===== src/spil_consts.vh =====
// Constants for the short pulse input latch: register offsets, function
// codes, field positions and reset values.
// Assumes it is included by bare name from the design files under src/.
`ifndef SPIL_CONSTS_VH
`define SPIL_CONSTS_VH

// Avalon byte offsets of the register words.
`define SPIL_ADDR_W           5
`define SPIL_OFS_WORD_MOD0    5'h00
`define SPIL_OFS_WORD_MOD1    5'h04
`define SPIL_OFS_CFG_PENDING  5'h08
`define SPIL_OFS_CFG_ACTIVE   5'h0C
`define SPIL_OFS_ROUTING      5'h10

// Input word numbers that the two status words stand for.
`define SPIL_WORD_NUM_MOD0    16'h0B90
`define SPIL_WORD_NUM_MOD1    16'h0B92

// Input function codes, three bits per terminal.
`define SPIL_FUNC_W           3
`define SPIL_FUNC_NORMAL      3'h0
`define SPIL_FUNC_QUICK       3'h1
`define SPIL_FUNC_INTERRUPT   3'h2
`define SPIL_FUNC_CTR_Z       3'h3
`define SPIL_FUNC_ORIGIN      3'h4

// Field positions of the routing status word.
`define SPIL_ROUTE_CTR_LSB    0
`define SPIL_ROUTE_ORG_LSB    4
`define SPIL_ROUTE_INT_LSB    12

// Reset values.
`define SPIL_CFG_RESET        24'h000000
`define SPIL_WORD_RESET       16'h0000

// Least pulse width that is always caught, and its cycle count at 20 MHz.
`define SPIL_MIN_PULSE_NS     30000
`define SPIL_CLK_PERIOD_NS    50
`define SPIL_MIN_PULSE_CYC    ((`SPIL_MIN_PULSE_NS + `SPIL_CLK_PERIOD_NS - 1) / `SPIL_CLK_PERIOD_NS)

`endif


===== src/spil_latch_top.v =====
// Short pulse input latch for two pulse I/O modules, four terminals each.
// Holds the pending and active input function of each terminal, the two
// status words that the scan reads, and an Avalon-MM slave for software.
// Assumes io_refresh_i and power_restart_i are one-cycle pulses from the
// controller, and that the pins may change at any time.
`timescale 1ns/1ps
`default_nettype none
`include "spil_consts.vh"

module spil_latch_top #(
    parameter NUM_TERM = 4,
    parameter NUM_MOD  = 2
) (
    input  wire        clk_i,
    input  wire        rst_n_i,
    input  wire        mod0_term0_input_i,
    input  wire        mod0_term1_input_i,
    input  wire        mod0_term2_input_i,
    input  wire        mod0_term3_input_i,
    input  wire        mod1_term0_input_i,
    input  wire        mod1_term1_input_i,
    input  wire        mod1_term2_input_i,
    input  wire        mod1_term3_input_i,
    input  wire        io_refresh_i,
    input  wire        power_restart_i,
    input  wire [4:0]  avs_address,
    input  wire        avs_read,
    input  wire        avs_write,
    input  wire [31:0] avs_writedata,
    input  wire [3:0]  avs_byteenable,
    output reg  [31:0] avs_readdata,
    output reg         avs_waitrequest,
    output reg  [15:0] word_mod0_o,
    output reg  [15:0] word_mod1_o,
    output reg  [3:0]  ctr_phase_z_route_o,
    output reg  [7:0]  origin_route_o,
    output reg  [7:0]  interrupt_route_o
);

    localparam NUM_IN = NUM_TERM * NUM_MOD;
    localparam CFG_W  = NUM_IN * `SPIL_FUNC_W;

    ////////////////////////////////////////////////////////////////////////
    // Functions for the write check (legal_code) and the routing decode (func_of).

    // A code is legal for a terminal only if that terminal carries it:
    // counter phase Z exists on terminals 2 and 3 of each module alone.
    function legal_code;
        input [2:0] code;
        input [2:0] term;
        begin
            if (code == `SPIL_FUNC_NORMAL || code == `SPIL_FUNC_QUICK ||
                code == `SPIL_FUNC_INTERRUPT || code == `SPIL_FUNC_ORIGIN) begin
                legal_code = 1'b1;
            end else if (code == `SPIL_FUNC_CTR_Z) begin
                legal_code = term[1];
            end else begin
                legal_code = 1'b0;
            end
        end
    endfunction

    // Extract the function code of one input from a packed setting word.
    function [2:0] func_of;
        input [23:0] cfg;
        input [2:0]  idx;
        begin
            func_of = cfg[idx * 3 +: 3];
        end
    endfunction

    ////////////////////////////////////////////////////////////////////////
    // Pins gathered into one vector, module 0 in the low half.
    wire [7:0] pins;
    assign pins = {mod1_term3_input_i, mod1_term2_input_i,
                   mod1_term1_input_i, mod1_term0_input_i,
                   mod0_term3_input_i, mod0_term2_input_i,
                   mod0_term1_input_i, mod0_term0_input_i};

    ////////////////////////////////////////////////////////////////////////
    // Setting registers. Software writes the pending copy; the active copy
    // steers the hardware and follows only at a power restart, so a half
    // typed setting can never reach the pins.
    reg  [CFG_W-1:0] cfg_pending_r;
    reg  [CFG_W-1:0] cfg_pending_nxt;
    reg  [CFG_W-1:0] cfg_active_r;
    wire             bus_req;
    wire             bus_take;
    wire [31:0]      wr_mask;
    wire [31:0]      wr_merged;

    assign bus_req  = avs_read | avs_write;
    assign bus_take = bus_req & ~avs_waitrequest;
    assign wr_mask  = {{8{avs_byteenable[3]}}, {8{avs_byteenable[2]}},
                       {8{avs_byteenable[1]}}, {8{avs_byteenable[0]}}};
    assign wr_merged = (avs_writedata & wr_mask) |
                       ({8'h00, cfg_pending_r} & ~wr_mask);

    // Each field is checked alone; an illegal code keeps the old field so
    // a terminal always holds exactly one valid function.
    integer k;
    always @* begin
        cfg_pending_nxt = cfg_pending_r;
        if (bus_take && avs_write && avs_address == `SPIL_OFS_CFG_PENDING) begin
            for (k = 0; k < NUM_IN; k = k + 1) begin
                if (legal_code(wr_merged[k * 3 +: 3], k[2:0])) begin
                    cfg_pending_nxt[k * 3 +: 3] = wr_merged[k * 3 +: 3];
                end
            end
        end
    end

    always @(posedge clk_i) begin
        if (!rst_n_i) begin
            cfg_pending_r <= `SPIL_CFG_RESET;
        end else begin
            cfg_pending_r <= cfg_pending_nxt;
        end
    end

    // The active copy changes at a power restart and at nothing else.
    always @(posedge clk_i) begin
        if (!rst_n_i) begin
            cfg_active_r <= `SPIL_CFG_RESET;
        end else if (power_restart_i) begin
            cfg_active_r <= cfg_pending_r;
        end
    end

    ////////////////////////////////////////////////////////////////////////
    // Decode of the active setting: which terminals capture, and which
    // other functions own a terminal instead.
    reg [7:0] qr_en;
    reg [7:0] normal_en;
    reg [7:0] int_en;
    reg [7:0] org_en;
    reg [3:0] ctrz_en;
    integer   j;
    always @* begin
        qr_en     = 8'h00;
        normal_en = 8'h00;
        int_en    = 8'h00;
        org_en    = 8'h00;
        for (j = 0; j < NUM_IN; j = j + 1) begin
            qr_en[j]     = (func_of(cfg_active_r, j[2:0]) == `SPIL_FUNC_QUICK);
            normal_en[j] = (func_of(cfg_active_r, j[2:0]) == `SPIL_FUNC_NORMAL);
            int_en[j]    = (func_of(cfg_active_r, j[2:0]) == `SPIL_FUNC_INTERRUPT);
            org_en[j]    = (func_of(cfg_active_r, j[2:0]) == `SPIL_FUNC_ORIGIN);
        end
        // Counter 1 and 0 on module 0 terminals 2 and 3, counters 3 and 2
        // on module 1 terminals 2 and 3.
        ctrz_en[1] = (func_of(cfg_active_r, 3'h2) == `SPIL_FUNC_CTR_Z);
        ctrz_en[0] = (func_of(cfg_active_r, 3'h3) == `SPIL_FUNC_CTR_Z);
        ctrz_en[3] = (func_of(cfg_active_r, 3'h6) == `SPIL_FUNC_CTR_Z);
        ctrz_en[2] = (func_of(cfg_active_r, 3'h7) == `SPIL_FUNC_CTR_Z);
    end

    ////////////////////////////////////////////////////////////////////////
    // One capture cell per eligible terminal; there are no others.
    wire [7:0] level;
    wire [7:0] report;

    genvar g;
    generate
        for (g = 0; g < NUM_IN; g = g + 1) begin : g_cell
            spil_capture_cell u_cell (
                .clk_i     (clk_i),
                .rst_n_i   (rst_n_i),
                .pin_i     (pins[g]),
                .qr_en_i   (qr_en[g]),
                .refresh_i (io_refresh_i),
                .flush_i   (power_restart_i),
                .level_o   (level[g]),
                .report_o  (report[g])
            );
        end
    endgenerate

    ////////////////////////////////////////////////////////////////////////
    // Status words. A quick terminal shows its held capture; a normal one
    // shows its level as taken at the refresh; a terminal owned by another
    // function reads zero. Bits above the four terminals read zero.
    reg  [7:0]  normal_snap_r;
    wire [7:0]  status;

    always @(posedge clk_i) begin
        if (!rst_n_i) begin
            normal_snap_r <= 8'h00;
        end else if (io_refresh_i) begin
            normal_snap_r <= level & normal_en;
        end
    end

    assign status = (report & qr_en) | (normal_snap_r & normal_en);

    always @(posedge clk_i) begin
        if (!rst_n_i) begin
            word_mod0_o <= `SPIL_WORD_RESET;
            word_mod1_o <= `SPIL_WORD_RESET;
        end else begin
            word_mod0_o <= {12'h000, status[3:0]};
            word_mod1_o <= {12'h000, status[7:4]};
        end
    end

    // Routing outputs tell the counter, origin search and interrupt logic
    // which terminals they own; a terminal set to quick gives all of them up.
    always @(posedge clk_i) begin
        if (!rst_n_i) begin
            ctr_phase_z_route_o <= 4'h0;
            origin_route_o      <= 8'h00;
            interrupt_route_o   <= 8'h00;
        end else begin
            ctr_phase_z_route_o <= ctrz_en;
            origin_route_o      <= org_en;
            interrupt_route_o   <= int_en;
        end
    end

    ////////////////////////////////////////////////////////////////////////
    // Avalon slave. Every access waits exactly one cycle: waitrequest is
    // high in the first cycle of a request and low in the second, when the
    // write lands and the read data already stand. Unmapped reads give
    // zero and unmapped writes are dropped.
    reg [31:0] rd_mux;
    always @* begin
        if (avs_address == `SPIL_OFS_WORD_MOD0) begin
            rd_mux = {16'h0000, word_mod0_o};
        end else if (avs_address == `SPIL_OFS_WORD_MOD1) begin
            rd_mux = {16'h0000, word_mod1_o};
        end else if (avs_address == `SPIL_OFS_CFG_PENDING) begin
            rd_mux = {8'h00, cfg_pending_r};
        end else if (avs_address == `SPIL_OFS_CFG_ACTIVE) begin
            rd_mux = {8'h00, cfg_active_r};
        end else if (avs_address == `SPIL_OFS_ROUTING) begin
            rd_mux = {12'h000, interrupt_route_o, origin_route_o,
                      ctr_phase_z_route_o};
        end else begin
            rd_mux = 32'h00000000;
        end
    end

    always @(posedge clk_i) begin
        if (!rst_n_i) begin
            avs_waitrequest <= 1'b1;
            avs_readdata    <= 32'h00000000;
        end else begin
            avs_waitrequest <= ~(bus_req & avs_waitrequest);
            if (avs_read && avs_waitrequest) begin
                avs_readdata <= rd_mux;
            end
        end
    end

endmodule // spil_latch_top

`default_nettype wire


===== src/spil_capture_cell.v =====
// One input terminal: synchroniser, rising edge detector, pulse latch and
// the status bit that the scan sees between two I/O refreshes.
// Assumes pin_i is asynchronous to clk_i and refresh_i is a one-cycle pulse.
`timescale 1ns/1ps
`default_nettype none

module spil_capture_cell (
    input  wire clk_i,
    input  wire rst_n_i,
    input  wire pin_i,
    input  wire qr_en_i,
    input  wire refresh_i,
    input  wire flush_i,
    output wire level_o,
    output wire report_o
);

    reg sync1_r;
    reg sync2_r;
    reg prev_r;
    reg cap_r;
    reg report_r;
    wire rise;

    ////////////////////////////////////////////////////////////////////////
    // Two-flop synchroniser; only sync2_r reads sync1_r.
    always @(posedge clk_i) begin
        if (!rst_n_i) begin
            sync1_r <= 1'b0;
            sync2_r <= 1'b0;
            prev_r  <= 1'b0;
        end else begin
            sync1_r <= pin_i;
            sync2_r <= sync1_r;
            prev_r  <= sync2_r;
        end
    end

    // Edge detection works on the settled copy only.
    assign rise    = sync2_r & ~prev_r;
    assign level_o = sync2_r;

    ////////////////////////////////////////////////////////////////////////
    // The latch catches an ON edge of any length the synchroniser can see,
    // so a 30 us pulse is far above what is needed. A new edge in the
    // refresh cycle sets the latch, so it is not lost to the clear.
    always @(posedge clk_i) begin
        if (!rst_n_i) begin
            cap_r <= 1'b0;
        end else if (flush_i || !qr_en_i) begin
            cap_r <= 1'b0;
        end else if (rise) begin
            cap_r <= 1'b1;
        end else if (refresh_i) begin
            cap_r <= 1'b0;
        end
    end

    ////////////////////////////////////////////////////////////////////////
    // The reported bit changes only at a refresh or a flush, so it stands for one
    // whole scan; the next refresh drops it unless a new edge came in or the pin is still ON.
    always @(posedge clk_i) begin
        if (!rst_n_i) begin
            report_r <= 1'b0;
        end else if (flush_i) begin
            report_r <= 1'b0;
        end else if (refresh_i) begin
            report_r <= qr_en_i & (cap_r | rise | sync2_r);
        end
    end

    assign report_o = report_r;

endmodule // spil_capture_cell

`default_nettype wire


===== config.mk =====
export PLATFORM = sky130hd
export DESIGN_NAME = spil_latch_top
export DESIGN_NICKNAME = d
export VERILOG_FILES = /design/src/spil_latch_top.v /design/src/spil_capture_cell.v
export VERILOG_INCLUDE_DIRS = /design/src /design/src/src
export SDC_FILE = /design/constraint.sdc
export NUM_CORES = 1
export LEC_CHECK = 0
export ABC_AREA = 1
export BUFFER_PORTS_ARGS = -buffer_cell sky130_fd_sc_hd__buf_4
export CELL_PAD_IN_SITES_DETAIL_PLACEMENT = 1
export CELL_PAD_IN_SITES_GLOBAL_PLACEMENT = 1
export CORE_MARGIN = 8
export CORE_UTILIZATION = 35
export DETAILED_ROUTE_END_ITERATION = 10
export PLACE_DENSITY = 0.81
export REMOVE_ABC_BUFFERS = 1
export SETUP_SLACK_MARGIN = 0.1
export SKIP_LAST_GASP = 1
export SYNTH_ARGS = -nofsm -noshare
export SYNTH_HDL_FRONTEND = slang
export SYNTH_SLANG_ARGS = --single-unit
export TNS_END_PERCENT = 5

===== constraint.sdc =====
create_clock -name clk_i -period 1.1 [get_ports clk_i]
set_input_delay 0 -clock clk_i [delete_from_list [all_inputs] [get_ports clk_i]]
set_output_delay 0 -clock clk_i [all_outputs]
set_load 0.005 [all_outputs]

==> results.sh <==
export IMPL_finalNonFillerCells=1318
export IMPL_route_detailed_drc=0
export IMPL_max_freq_mhz=801.4
export IMPL_power_density_nw_per_um2=1461
export IMPL_wl_per_cell_um=16.23
export IMPL_status="finished, violations left"
export IMPL_synth_cell_types=35
export IMPL_cts_root_buf="clkbuf_16"
export IMPL_drv_cap=0
export IMPL_synth_area_sq_um=6495
export IMPL_slowest_stage="dfxtp_2"
export IMPL_dp_cells=1267
export IMPL_postPlaceCellArea_sq_um=7928
export IMPL_synthCells=890
export IMPL_vdd_drop_max_uv=1163
export IMPL_antenna_found_initial=0
export IMPL_violations="setup timing"
export IMPL_die_area_sq_um=23170
export IMPL_startpoint_type="flop"
export IMPL_synth_common_cells="177 x nand2_1, 149 x dfxtp_1, 115 x inv_1"
export IMPL_fin_area_sq_um=8792
export IMPL_rsz0062_at_grt="true"
export IMPL_drtAntennaViolNets=0
export IMPL_path_clk_slew_ns=0.06
export IMPL_core_rowCount=50
export IMPL_globalRouteTotalUtil_pct=18.13
export IMPL_crit_path_end_kind="flop"
export IMPL_syn_mean_instance_area_sq_um=7.298
export IMPL_crit_start="avs_waitrequest"
export IMPL_via_per_inst=4.885
export IMPL_critical_path_required_ns=1.42
export IMPL_cts_sinks=149
export IMPL_overflow=0
export IMPL_cp_max_fo=5
export IMPL_io_buffer_count=98
export IMPL_insertion_delay_ns=0.43
export IMPL_synthArstFlopShare_pct=0
export IMPL_fp_dieH_um=152.2
export IMPL_h_tree_depth=4
export IMPL_num_vias=6438
export IMPL_cts_tree="done"
export IMPL_drtIter0Drc=350
export IMPL_yosysTopAreaCellShare_pct=45.93
export IMPL_cts_buffer_depth=2
export IMPL_pin_count=140
export IMPL_cts_buffers=17
export IMPL_holdWs_ns=0.01154
export IMPL_synth_most_common_cell="nand2_1"
export IMPL_grt_pass1_wl_um=34290
export IMPL_path_delay_family="simple AND/OR/NAND/NOR gates"
export IMPL_path_cells="nor3_4 -> buf_4 -> buf_2 -> nand3b_1 -> nand2_1 -> nor2_1"
export IMPL_first_global_vias=6789
export IMPL_setup_violations_final=27
export IMPL_drive_gt1_share_pct=25.18
export IMPL_syn2layout_area_growth_pct=35.37
export IMPL_hp_class="input pin to flop"
export IMPL_fin_crit_ns=1.248
export IMPL_final_period_utilization_pct=113.4
export IMPL_synth_top_area_cell="dfxtp_1"
export IMPL_drv_slew=0
export IMPL_crit_arrival_ns=1.57
export IMPL_yosys_warnings=0
export IMPL_critical_path_class="flop to flop"
export IMPL_globalplace_congestion=0.7681
export IMPL_synth_flop_cell="dfxtp_1"
export IMPL_synth_area_leaders="dfxtp_1 46%, nand2_1 10%, inv_1 6.6%"
export IMPL_synth_enable_flop_cells=0
export IMPL_fin_skew_ns=0.008215
export IMPL_critPathMaxStageDelay_ns=0.35
export IMPL_antenna_cells=0
export IMPL_initial_core_util_pct=35.19
export IMPL_worstHoldStart="avs_writedata[19]"
export IMPL_grt_max_degree=84
export IMPL_hold_viol=0
export IMPL_hpwlAfterDp_um=15110
export IMPL_nFillCells=2315
export IMPL_seq_area_frac_synth_pct=45.93
export IMPL_power_leakage_nw=3.858
export IMPL_postLayoutSetupSlackWorst_ns=-0.1478
export IMPL_dr_pass1_iters=7
export IMPL_die_width_um=152.2
export IMPL_totalWireLength_um=21390
export IMPL_fp_coreArea_sq_um=18460
export IMPL_fin_nets=1126
export IMPL_r2r_start="avs_waitrequest"
export IMPL_ys_seq_elements=149
export IMPL_fin_util_pct=47.64
export IMPL_crit_buf_inv=2
## what timing repair did
action                                  4_1_cts  5_1_grt
hold buffers                                 13        0
pin swaps                                     4        7
gates cloned                                  0        1
endpoints found under the setup margin       72       81
buffers inserted                              2        3
resized for setup                            19       28
hold endpoints to repair                     12        0
## cell usage in the layout (no fill, tap or decap), types with 2 or more instances in the layout
| cell | instances |
|---|---|
| nand2_1 | 170 |
| buf_6 | 2 |
| and2b_2 | 2 |
| o21a_1 | 8 |
| nor4_1 | 14 |
| nor3_1 | 19 |
| clkbuf_16 | 17 |
| bufinv_16 | 3 |
| nand3b_1 | 4 |
| and3_1 | 6 |
| o22ai_1 | 12 |
| inv_2 | 2 |
| nor2_1 | 60 |
| nand3_1 | 3 |
| dfxtp_2 | 5 |
| buf_12 | 4 |
| nor2_4 | 2 |
| inv_6 | 2 |
| dlygate4sd3_1 | 13 |
| o21ai_2 | 11 |
| o21ai_1 | 16 |
| buf_4 | 189 |
| nand4_1 | 44 |
| conb_1 | 32 |
| nand3_2 | 2 |
| o21ai_0 | 68 |
| a21oi_1 | 78 |
| nor2_2 | 6 |
| nand2_2 | 10 |
| dfxtp_1 | 144 |
| inv_1 | 114 |
| clkinvlp_4 | 4 |
| clkbuf_1 | 2 |
| clkinv_2 | 5 |
## sequential cells by signal, indices dropped and copies added, names as in the netlist, 8 cells and up
name	count
normal_snap_r	8
cfg_active_r	24
avs_readdata	24
g_cell.u_cell.report_o	8
g_cell.u_cell.prev_r	8
interrupt_route_o	8
g_cell.u_cell.sync1_r	8
g_cell.u_cell.level_o	8
g_cell.u_cell.cap_r	8
cfg_pending_r	24
origin_route_o	8
## power breakdown
group	switching, mW	internal [mW]
registers	0.118	5.54
clock network	2.33	3.63
logic	0.691	0.536
total	3.14	9.70
## path summary, 6_finish.rpt
| kind | to | slack [ns] | cells past startpoint |
|---|---|---|---|
| max | cfg_pending_r[14] | -0.15 | 6 |
| min | cfg_pending_r[19] | 0.01 | 6 |
| min reg2reg | g_cell[0].u_cell.level_o | 0.41 | 2 |
| max reg2reg | cfg_pending_r[14] | -0.15 | 6 |
## cell families (layout without fill, tap and decap cells)
logic type      count (synthesis)  count (layout)  synth area share [%]
compound gates                196             196                 15.80
buf+inv                       198             361                 13.97
flops                         149             149                 45.93
other cells                     1              32               0.05774
simple gates                  346             346                 24.25
## per-stage QoR
step	setup slack, ns	TNS (ns)	power (mW)
finish	-0.1478	-1.542	12.84
global route	-0.1752	-4.815	13.29
CTS	-0.1423	-2.689	12.87
detailed placement	-0.2794	-7.864	6.908
global placement	-0.2220	-5.059	6.868
floorplan	-0.9774	-40.77	6.187
## worst min-delay path, cell delays in order
cell and delay [ns]:
buf_4 0.08, nand2_1 0.04, o21a_1 0.11, nand2_1 0.06, nand2_1 0.04, nor2_1 0.07
## final cells by class
class                      instances  area (sq um)  share of cell area (%)
sequential                       149          2989                   34.00
multi-input combinational        574          2799                   31.83
timing repair buffer             209          1657                   18.84
inverter                         120         455.4                   5.180
clock buffer                      20         446.7                   5.080
tap                              234         292.8                   3.330
clock inverter                    12         152.6                   1.736
## routing by layer
metal | wire length [um] | GRT usage, % | part of all wire (%)
met4 | 456 | 6.378 | 2.1
met5 | 0 | 0 | 0
met2 | 10970 | 32.89 | 51
met1 | 9078 | 20.41 | 42
met3 | 884 | 4.197 | 4.1
Note: power is estimated with default switching activity, not from simulation.
